$ cat src/logic/smartcard_irq_pkg.sv
// constants and types for the smart card fifo and interrupt registers
package smartcard_irq_pkg;
   // ------------------------------------------------------------
   // register indexes, byte address is four times the index
   // ------------------------------------------------------------
   localparam logic [3:0] IDX_DATA  = 4'h0;
   localparam logic [3:0] IDX_IEN   = 4'h1;
   localparam logic [3:0] IDX_ID    = 4'h2;
   localparam logic [3:0] IDX_LSR   = 4'h5;
   localparam logic [3:0] IDX_PSRC  = 4'h6;
   localparam logic [3:0] IDX_COUNT = 4'h7;
   localparam logic [3:0] IDX_THR   = 4'h8;
   localparam logic [3:0] IDX_FCTL  = 4'h9;
   localparam logic [3:0] IDX_ISTAT = 4'ha;
   localparam logic [3:0] IDX_IMASK = 4'hb;
   // ------------------------------------------------------------
   // enable and fifo control bit positions and pending level codes
   // ------------------------------------------------------------
   localparam int EN_PROTO = 7;
   localparam int EN_LINE  = 2;
   localparam int EN_TX    = 1;
   localparam int EN_RX    = 0;
   localparam int FCTL_RST = 0;
   localparam logic [1:0] LVL_LINE  = 2'h3;
   localparam logic [1:0] LVL_RX    = 2'h2;
   localparam logic [1:0] LVL_TX    = 2'h1;
   localparam logic [1:0] LVL_PROTO = 2'h0;
   // ------------------------------------------------------------
   // reset values
   // ------------------------------------------------------------
   localparam logic [7:0] IEN_RST = 8'h00;
   localparam logic [7:0] THR_RST = 8'h01;
   // ------------------------------------------------------------
   // types
   // ------------------------------------------------------------
   typedef struct packed {
      logic guardTo;
      logic frame;
      logic parity;
      logic overrun;
   } lineErr_s;
   typedef struct packed {
      logic guardTo;
      logic underflow;
      logic frame;
      logic parity;
      logic overrun;
   } lineStatus_s;
   typedef enum logic [1:0] {
      SHOW_LIVE = 2'b01,
      SHOW_HELD = 2'b10
   } show_e;
endpackage

$ cat src/logic/smartcard_fifo_irq_registers.sv
// smart card data fifo, interrupt enable and identification registers
//
// Operation
// - buffer write pushes byte, counts message length
// - writes beyond fifo depth silently dropped
// - buffer read pops byte, decrements count
// - read when empty flags underflow, blocks receiver
// - enable bit 7 allows protocol/timer interrupt
// - enable bit 2 allows line error interrupt
// - enable bit 1 allows transmit finished interrupt
// - enable bit 0 allows data available interrupt
// - four priority levels, line status highest
// - identification freezes until re-enable or cause cleared
// - writing one re-enables even if set
// - id bit 7 protocol present, source read clears
// - id bit 3 shows timeout status, raises data available level
// - timeout blocks receiver, empty or reset clears
// - id bit 0 low pending, bits 2:1 level
// - line status code 11, cleared by reading status
// - transmit finished code 01, cleared by id read
`timescale 1ns/1ps
module smartcard_fifo_irq_registers
   import smartcard_irq_pkg::*;
#(
   parameter int DEPTH = 16
) (
   input  wire logic        clk,
   input  wire logic        rst_b,
   input  wire logic        wb_cyc_i,
   input  wire logic        wb_stb_i,
   input  wire logic        wb_we_i,
   input  wire logic [5:0]  wb_adr_i,
   input  wire logic [3:0]  wb_sel_i,
   input  wire logic [31:0] wb_dat_i,
   output logic      [31:0] wb_dat_o,
   output logic             wb_ack_o,
   input  wire logic        rxValid,
   input  wire logic [7:0]  rxByte,
   input  wire lineErr_s    lineErr,
   input  wire logic        timeoutEvt,
   input  wire logic        txFinished,
   input  wire logic [3:0]  protoEvt,
   input  wire logic        txPop,
   output logic      [7:0]  txData,
   output logic             txDataValid,
   output logic      [7:0]  msgLen,
   output logic             irq
);
   localparam int PW = $clog2(DEPTH);
   localparam int CW = $clog2(DEPTH + 1);

   // ------------------------------------------------------------
   // wishbone decode
   // ------------------------------------------------------------
   logic       access, wr, rd;
   logic [3:0] idx;
   logic [7:0] wByte;
   assign access = wb_cyc_i & wb_stb_i & ~wb_ack_o;
   assign wr     = access & wb_we_i & wb_sel_i[0];
   assign rd     = access & ~wb_we_i;
   assign idx    = wb_adr_i[5:2];
   assign wByte  = wb_dat_i[7:0];

   logic wrData, rdData, wrIen, rdId, rdLsr, rdPsrc;
   logic wrThr, wrFctl, wrIstat, wrImask;
   assign wrData  = wr && idx == IDX_DATA;
   assign rdData  = rd && idx == IDX_DATA;
   assign wrIen   = wr && idx == IDX_IEN;
   assign rdId    = rd && idx == IDX_ID;
   assign rdLsr   = rd && idx == IDX_LSR;
   assign rdPsrc  = rd && idx == IDX_PSRC;
   assign wrThr   = wr && idx == IDX_THR;
   assign wrFctl  = wr && idx == IDX_FCTL;
   assign wrIstat = wr && idx == IDX_ISTAT;
   assign wrImask = wr && idx == IDX_IMASK;

   // ------------------------------------------------------------
   // shared fifo
   // ------------------------------------------------------------
   logic [7:0]    mem [DEPTH];
   logic [PW-1:0] wrPtr, rdPtr;
   logic [CW-1:0] count, lenCount;
   logic          full, empty, fifoReset, rxBlock, fifo_timeout_status;
   logic          cpuPush, rxPush, push, cpuPop, txPopOk, pop;
   logic [7:0]    pushByte;
   assign full      = count == CW'(DEPTH);
   assign empty     = count == '0;
   assign fifoReset = wrFctl & wByte[FCTL_RST];
   assign cpuPush   = wrData & ~full;
   assign rxPush    = rxValid & ~rxBlock & ~fifo_timeout_status & ~full & ~wrData;
   assign push      = cpuPush | rxPush;
   assign pushByte  = cpuPush ? wByte : rxByte;
   assign cpuPop    = rdData & ~empty;
   assign txPopOk   = txPop & ~empty & ~rdData;
   assign pop       = cpuPop | txPopOk;
   function automatic logic [PW-1:0] nextPtr(input logic [PW-1:0] p);
      nextPtr = (p == PW'(DEPTH - 1)) ? '0 : p + PW'(1);
   endfunction

   always_ff @(posedge clk) begin
      if (push) begin
         mem[wrPtr] <= pushByte;
      end
   end

   always_ff @(posedge clk or negedge rst_b) begin
      if (!rst_b) begin
         wrPtr <= '0;
         rdPtr <= '0;
         count <= '0;
      end else if (fifoReset) begin
         wrPtr <= '0;
         rdPtr <= '0;
         count <= '0;
      end else begin
         if (push) begin
            wrPtr <= nextPtr(wrPtr);
         end
         if (pop) begin
            rdPtr <= nextPtr(rdPtr);
         end
         count <= count + CW'(push) - CW'(pop);
      end
   end

   // message length follows accepted software writes only
   always_ff @(posedge clk or negedge rst_b) begin
      if (!rst_b) begin
         lenCount <= '0;
         msgLen   <= 8'h00;
      end else if (fifoReset) begin
         lenCount <= '0;
         msgLen   <= 8'h00;
      end else if (cpuPush) begin
         lenCount <= lenCount + CW'(1);
         msgLen   <= 8'(lenCount + CW'(1));
      end
   end

   always_ff @(posedge clk or negedge rst_b) begin
      if (!rst_b) begin
         txData      <= 8'h00;
         txDataValid <= 1'b0;
      end else begin
         txDataValid <= txPopOk;
         if (txPopOk) begin
            txData <= mem[rdPtr];
         end
      end
   end

   // ------------------------------------------------------------
   // line status, receive block and fifo timeout
   // ------------------------------------------------------------
   lineStatus_s lsr;
   logic        underflowEvt;
   assign underflowEvt = rdData & empty;

   always_ff @(posedge clk or negedge rst_b) begin
      if (!rst_b) begin
         lsr <= '0;
      end else begin
         lsr <= (rdLsr ? lineStatus_s'('0) : lsr)
              | lineStatus_s'({lineErr.guardTo, underflowEvt, lineErr.frame,
                               lineErr.parity, lineErr.overrun});
      end
   end

   always_ff @(posedge clk or negedge rst_b) begin
      if (!rst_b) begin
         rxBlock <= 1'b0;
      end else if (underflowEvt) begin
         rxBlock <= 1'b1;
      end else if (fifoReset) begin
         rxBlock <= 1'b0;
      end
   end

   always_ff @(posedge clk or negedge rst_b) begin
      if (!rst_b) begin
         fifo_timeout_status <= 1'b0;
      end else if (timeoutEvt && !empty) begin
         fifo_timeout_status <= 1'b1;
      end else if (fifoReset || empty) begin
         fifo_timeout_status <= 1'b0;
      end
   end

   // ------------------------------------------------------------
   // sources and enables
   // ------------------------------------------------------------
   logic [7:0] ien, thr;
   logic [3:0] protoSrc;
   logic       txDonePend, clrTx, rxRaw;

   always_ff @(posedge clk or negedge rst_b) begin
      if (!rst_b) begin
         ien <= IEN_RST;
         thr <= THR_RST;
      end else begin
         if (wrIen) begin
            ien <= wByte;
         end
         if (wrThr) begin
            thr <= wByte;
         end
      end
   end

   always_ff @(posedge clk or negedge rst_b) begin
      if (!rst_b) begin
         protoSrc <= 4'h0;
      end else begin
         protoSrc <= (rdPsrc ? 4'h0 : protoSrc) | protoEvt;
      end
   end

   always_ff @(posedge clk or negedge rst_b) begin
      if (!rst_b) begin
         txDonePend <= 1'b0;
      end else if (txFinished) begin
         txDonePend <= 1'b1;
      end else if (clrTx) begin
         txDonePend <= 1'b0;
      end
   end

   // threshold zero never fires on level alone
   assign rxRaw = ((thr != 8'h00) && (8'(count) >= thr)) || (fifo_timeout_status && !empty);

   logic linePend, rxPend, txPend, protoPend;
   assign linePend  = ien[EN_LINE] & (|lsr);
   assign rxPend    = ien[EN_RX] & rxRaw;
   assign txPend    = ien[EN_TX] & txDonePend;
   assign protoPend = ien[EN_PROTO] & (|protoSrc);

   logic       liveNone;
   logic [1:0] liveLevel;
   always_comb begin
      liveNone  = 1'b0;
      liveLevel = LVL_PROTO;
      if (linePend) begin
         liveLevel = LVL_LINE;
      end else if (rxPend) begin
         liveLevel = LVL_RX;
      end else if (txPend) begin
         liveLevel = LVL_TX;
      end else if (!protoPend) begin
         liveNone = 1'b1;
      end
   end

   // ------------------------------------------------------------
   // identification freeze
   // ------------------------------------------------------------
   show_e      showState;
   logic       shownNone, stillPend, reEnable;
   logic [1:0] shownLevel;

   always_comb begin
      unique case (shownLevel)
         LVL_LINE:  stillPend = linePend;
         LVL_RX:    stillPend = rxPend;
         LVL_TX:    stillPend = txPend;
         LVL_PROTO: stillPend = protoPend;
      endcase
   end

   assign reEnable = wrIen & (|wByte);
   assign clrTx    = rdId & ~shownNone & (shownLevel == LVL_TX);

   always_ff @(posedge clk or negedge rst_b) begin
      if (!rst_b) begin
         showState  <= SHOW_LIVE;
         shownNone  <= 1'b1;
         shownLevel <= LVL_PROTO;
      end else begin
         unique case (showState)
            SHOW_LIVE: begin
               shownNone  <= liveNone;
               shownLevel <= liveLevel;
               if (rdId && !shownNone) begin
                  showState <= SHOW_HELD;
               end
            end
            SHOW_HELD: begin
               if (reEnable || !stillPend) begin
                  showState  <= SHOW_LIVE;
                  shownNone  <= liveNone;
                  shownLevel <= liveLevel;
               end
            end
            default: showState <= SHOW_LIVE;
         endcase
      end
   end

   // ------------------------------------------------------------
   // sticky event status, mask and interrupt output
   // ------------------------------------------------------------
   logic [3:0] istat, imask, rawNow, rawPrev;
   assign rawNow = {|protoSrc, txDonePend, rxRaw, |lsr};

   always_ff @(posedge clk or negedge rst_b) begin
      if (!rst_b) begin
         istat   <= 4'h0;
         imask   <= 4'h0;
         rawPrev <= 4'h0;
      end else begin
         rawPrev <= rawNow;
         istat   <= (istat & ~(wrIstat ? wByte[3:0] : 4'h0)) | (rawNow & ~rawPrev);
         if (wrImask) begin
            imask <= wByte[3:0];
         end
      end
   end

   always_ff @(posedge clk or negedge rst_b) begin
      if (!rst_b) begin
         irq <= 1'b0;
      end else begin
         irq <= ~shownNone | (|(istat & imask));
      end
   end

   // ------------------------------------------------------------
   // read mux and acknowledge
   // ------------------------------------------------------------
   logic [7:0] rdByte;
   always_comb begin
      unique case (idx)
         IDX_DATA:  rdByte = empty ? 8'h00 : mem[rdPtr];
         IDX_IEN:   rdByte = ien;
         IDX_ID:    rdByte = {protoPend, 3'h0, fifo_timeout_status, shownLevel, shownNone};
         IDX_LSR:   rdByte = 8'(lsr);
         IDX_PSRC:  rdByte = {4'h0, protoSrc};
         IDX_COUNT: rdByte = 8'(count);
         IDX_THR:   rdByte = thr;
         IDX_ISTAT: rdByte = {4'h0, istat};
         IDX_IMASK: rdByte = {4'h0, imask};
         default:   rdByte = 8'h00;
      endcase
   end

   always_ff @(posedge clk or negedge rst_b) begin
      if (!rst_b) begin
         wb_ack_o <= 1'b0;
         wb_dat_o <= 32'h0000_0000;
      end else begin
         wb_ack_o <= access;
         if (rd) begin
            wb_dat_o <= {24'h00_0000, rdByte};
         end
      end
   end
endmodule

$ cat config.mk
export PLATFORM = sky130hd
export DESIGN_NAME = smartcard_fifo_irq_registers
export DESIGN_NICKNAME = d
export VERILOG_FILES = /design/src/logic/smartcard_irq_pkg.sv /design/src/logic/smartcard_fifo_irq_registers.sv
export SDC_FILE = /design/constraint.sdc
export NUM_CORES = 1
export LEC_CHECK = 0
export ABC_CLOCK_PERIOD_IN_PS = 4100
export BUFFER_PORTS_ARGS = -buffer_cell sky130_fd_sc_hd__buf_4
export CORE_MARGIN = 2
export CORE_UTILIZATION = 45
export CTS_CLUSTER_DIAMETER = 200
export DETAILED_ROUTE_END_ITERATION = 10
export SETUP_SLACK_MARGIN = 0.15
export SLEW_MARGIN = 10
export SYNTH_ARGS = -nofsm -noshare
export SYNTH_HDL_FRONTEND = slang
export SYNTH_SLANG_ARGS = --single-unit
$ cat constraint.sdc
create_clock -name clk -period 4.1 [get_ports clk]
set_clock_uncertainty 0.2 [all_clocks]
set_input_delay 0.82 -clock clk [delete_from_list [all_inputs] [get_ports clk]]
set_output_delay 0.82 -clock clk [all_outputs]
set_load 0.03 [all_outputs]
==> flow_summary.json <==
{
  "wl_per_cell_um": 21.7,
  "synth_seq_cells": 211,
  "root_buffer": "clkbuf_16",
  "htree_levels": 1,
  "core_mm2": 0.0210,
  "startpoint_type": "input pin",
  "criticalPathCategory": "input pin to flop",
  "grt_overflow_total": 0,
  "holdPathStages": 1,
  "slew_viol_final": 0,
  "cp_max_fo": 20,
  "synth_cell_types": 69,
  "grt_util_met2_pct": 32.0,
  "min_period_ns": 3.10,
  "grt_pass1_wl_um": 35000,
  "n_antenna_cell": 0,
  "fmax_mhz": 322,
  "dr.pass1.iters": 7,
  "setup_viol": 0,
  "ys.flop_type": "edfxtp_1",
  "hold_class": "flop to flop",
  "total_power_w": 0.00657,
  "cts_tree": "done",
  "reg2reg_depth": 14,
  "grt_setup_unrepaired": "no",
  "cts_buffers": 23,
  "drt_iter0_markers": 500,
  "r2r-start": "count[2]",
  "clock_path_buffers": 3,
  "hold_viol_final": 0,
  "synth.most_common_cell": "edfxtp_1",
  "multi_input_area_mm2": 0.00332,
  "fp.dieW_um": 150,
  "synthArstFlopShare_pct": 39.3,
  "p_leak_nw": 4.30,
  "die_y_um": 150,
  "ctsHoldBuffers": 0,
  "clk_latency_ns": 0.52,
  "drc": 0,
  "synth-seq-area-share_pct": 61.8,
  "avgSynthCellArea_um2": 13.8,
  "met3_usage_pct": 3.54,
  "fillers": 1736,
  "slowest_stage": "fa_1",
  "crit_family": "adder cells",
  "seqCellArea_mm2": 0.00593,
  "r2r-end": "count[4]",
  "ys_top_cells_by_count": "128 x edfxtp_1, 80 x dfrtp_1, 46 x nand2_1",
  "fin_tns_setup_ns": 0,
  "gp_congestion": 0.876,
  "status": "finished, final reports clean",
  "cp_num_buf_inv": 2,
  "crit_top_cell": "nor2_1",
  "io_pins": 118,
  "synth_edf_count": 128,
  "hp-start": "rawPrev[3]",
  "final_nets": 844,
  "drt-vias-per-instance": 5.68,
  "period_share_pct": 75.7,
  "grt_max_degree": 84,
  "start_util_pct": 45.8,
  "ir_worst_vdd_uv": 292,
  "grt_pass1_vias": 5924,
  "cp_cell_sequence": "buf_4 > nor4_4 > nand3_2 > a21oi_2 > ha_1 > inv_1 > ha_1 > fa_1 > a21oi_1 > nor2_1 > nor2_1 > xnor2_1 > nor2_1",
  "synth.top_cell.area_share_pct": 40.1,
  "slowest_delay_ns": 0.41,
  "ant_nets": 0,
  "post_cts_resized": 0,
  "area_delta_synth_final_pct": 14.3,
  "path_clk_slew_ns": 0.06,
  "holdWs_ns": 0.227,
  "yosys_warnings": 0,
  "cp.required_ns": 4.29,
  "wl_um": 22800,
  "critPathArrivalTime_ns": 3.30,
  "finalWorstSetupSlack_ns": 0.995,
  "r2r_slack_ns": 1.05,
  "top_usage_layer": "met2",
  "place_ws_ns": 0.453,
  "gr-usage-met1_pct": 30.5,
  "utilization_pct": 52.3,
  "row_count": 53,
  "power_density_mw_per_mm2": 599,
  "synthCells": 697,
  "grt_use_total_pct": 20.6,
  "dp_hpwl_um": 16100,
  "end_kind": "flop",
  "port_buffers": 62,
  "synth_area_leader_cell": "edfxtp_1",
  "num_vias": 5961,
  "drv_cap": 0,
  "die_area_mm2": 0.0225,
  "min_to": "istat[3]",
  "tightest_slew_ns": 1.05,
  "cts_sinks": 211,
  "antenna_found_initial": 0,
  "cts_setup_buffers": 0,
  "slew_headroom_pct": 30.1,
  "synthesis.area_mm2": 0.00959,
  "synthTopCellsByArea": "edfxtp_1 40%, dfrtp_1 21%, mux2i_1 4.1%, mux4_2 3.8%, mux2_2 3.6%",
  "drive_gt1_share_pct": 22.2
}
==> worst max-delay path by stage <==
stage	end	slack, ns	startpoint	depth (start not counted)
after floorplan	count[4]	0.69	wb_adr_i[2]	14
after global placement	count[4]	0.49	wb_adr_i[2]	14
after detailed placement	count[4]	0.45	wb_adr_i[2]	13
after CTS	count[4]	0.99	wb_adr_i[3]	13
after global routing	count[4]	0.83	wb_adr_i[2]	14
final	count[4]	1.0	wb_adr_i[3]	13
==> per-layer routing <==
layer	vias to the layer above	part of all wire, %
met4	0	1.8
met3	37	7.0
met5	-	0
met1	3018	45
met2	202	46
li1	2704	-
==> power breakdown <==
group          total (W)  internal [W]  switching (W)
Combinational    0.00183      0.000756        0.00108
Clock            0.00208       0.00122       0.000856
Sequential       0.00265       0.00244       0.000211
Total            0.00657       0.00442        0.00214
==> final cells by class <==
class / count / share of cell area, %
well taps: 275 / 3.14
clock buffers: 23 / 5.25
repair buffers: 71 / 4.86
clock inverters: 18 / 1.70
multi-input cells: 431 / 30.3
inverters: 21 / 0.719
flip-flops and latches: 211 / 54.1
==> registers in the layout (all words and copies together), names as in the netlist, 5 cells and up <==
register	count
thr	8
txData	8
wb_dat_o	8
lsr	5
mem	128
ien	8
count	5
==> cells by family after synthesis <==
| group | after synthesis | synth area share, % |
|---|---|---|
| other cells | 1 | 0.0391 |
| xor+xnor | 10 | 0.913 |
| fa+ha+maj | 18 | 2.43 |
| compound gates | 124 | 9.35 |
| buf+inv | 80 | 4.62 |
| mux | 90 | 11.9 |
| simple gates | 163 | 8.94 |
| flops | 211 | 61.8 |
==> cells in the final DEF (no fill, tap or decap), types with 8 or more instances in the layout <==
cell type and instances:
edfxtp_1 128, dfrtp_1 79, buf_4 71, nand2_1 46, mux2i_1 39, nor2_1 34
mux2_2 31, o21ai_0 26, conb_1 26, clkbuf_16 23, inv_1 20, a21oi_1 19
a221oi_1 19, and2_1 18, ha_1 17, mux4_2 16, nand3_1 12, a21o_1 11
and3_1 10, clkinv_2 9, nor2b_1 8, a22oi_1 8
==> metrics by stage <==
stage               std cells  instance area [um2]
global route             1050                11000
finish                   1050                11000
global placement         1009                10200
floorplan                 722                 9680
detailed placement       1009                10200
CTS                      1050                11000
Note: power is estimated with default switching activity, not from simulation.
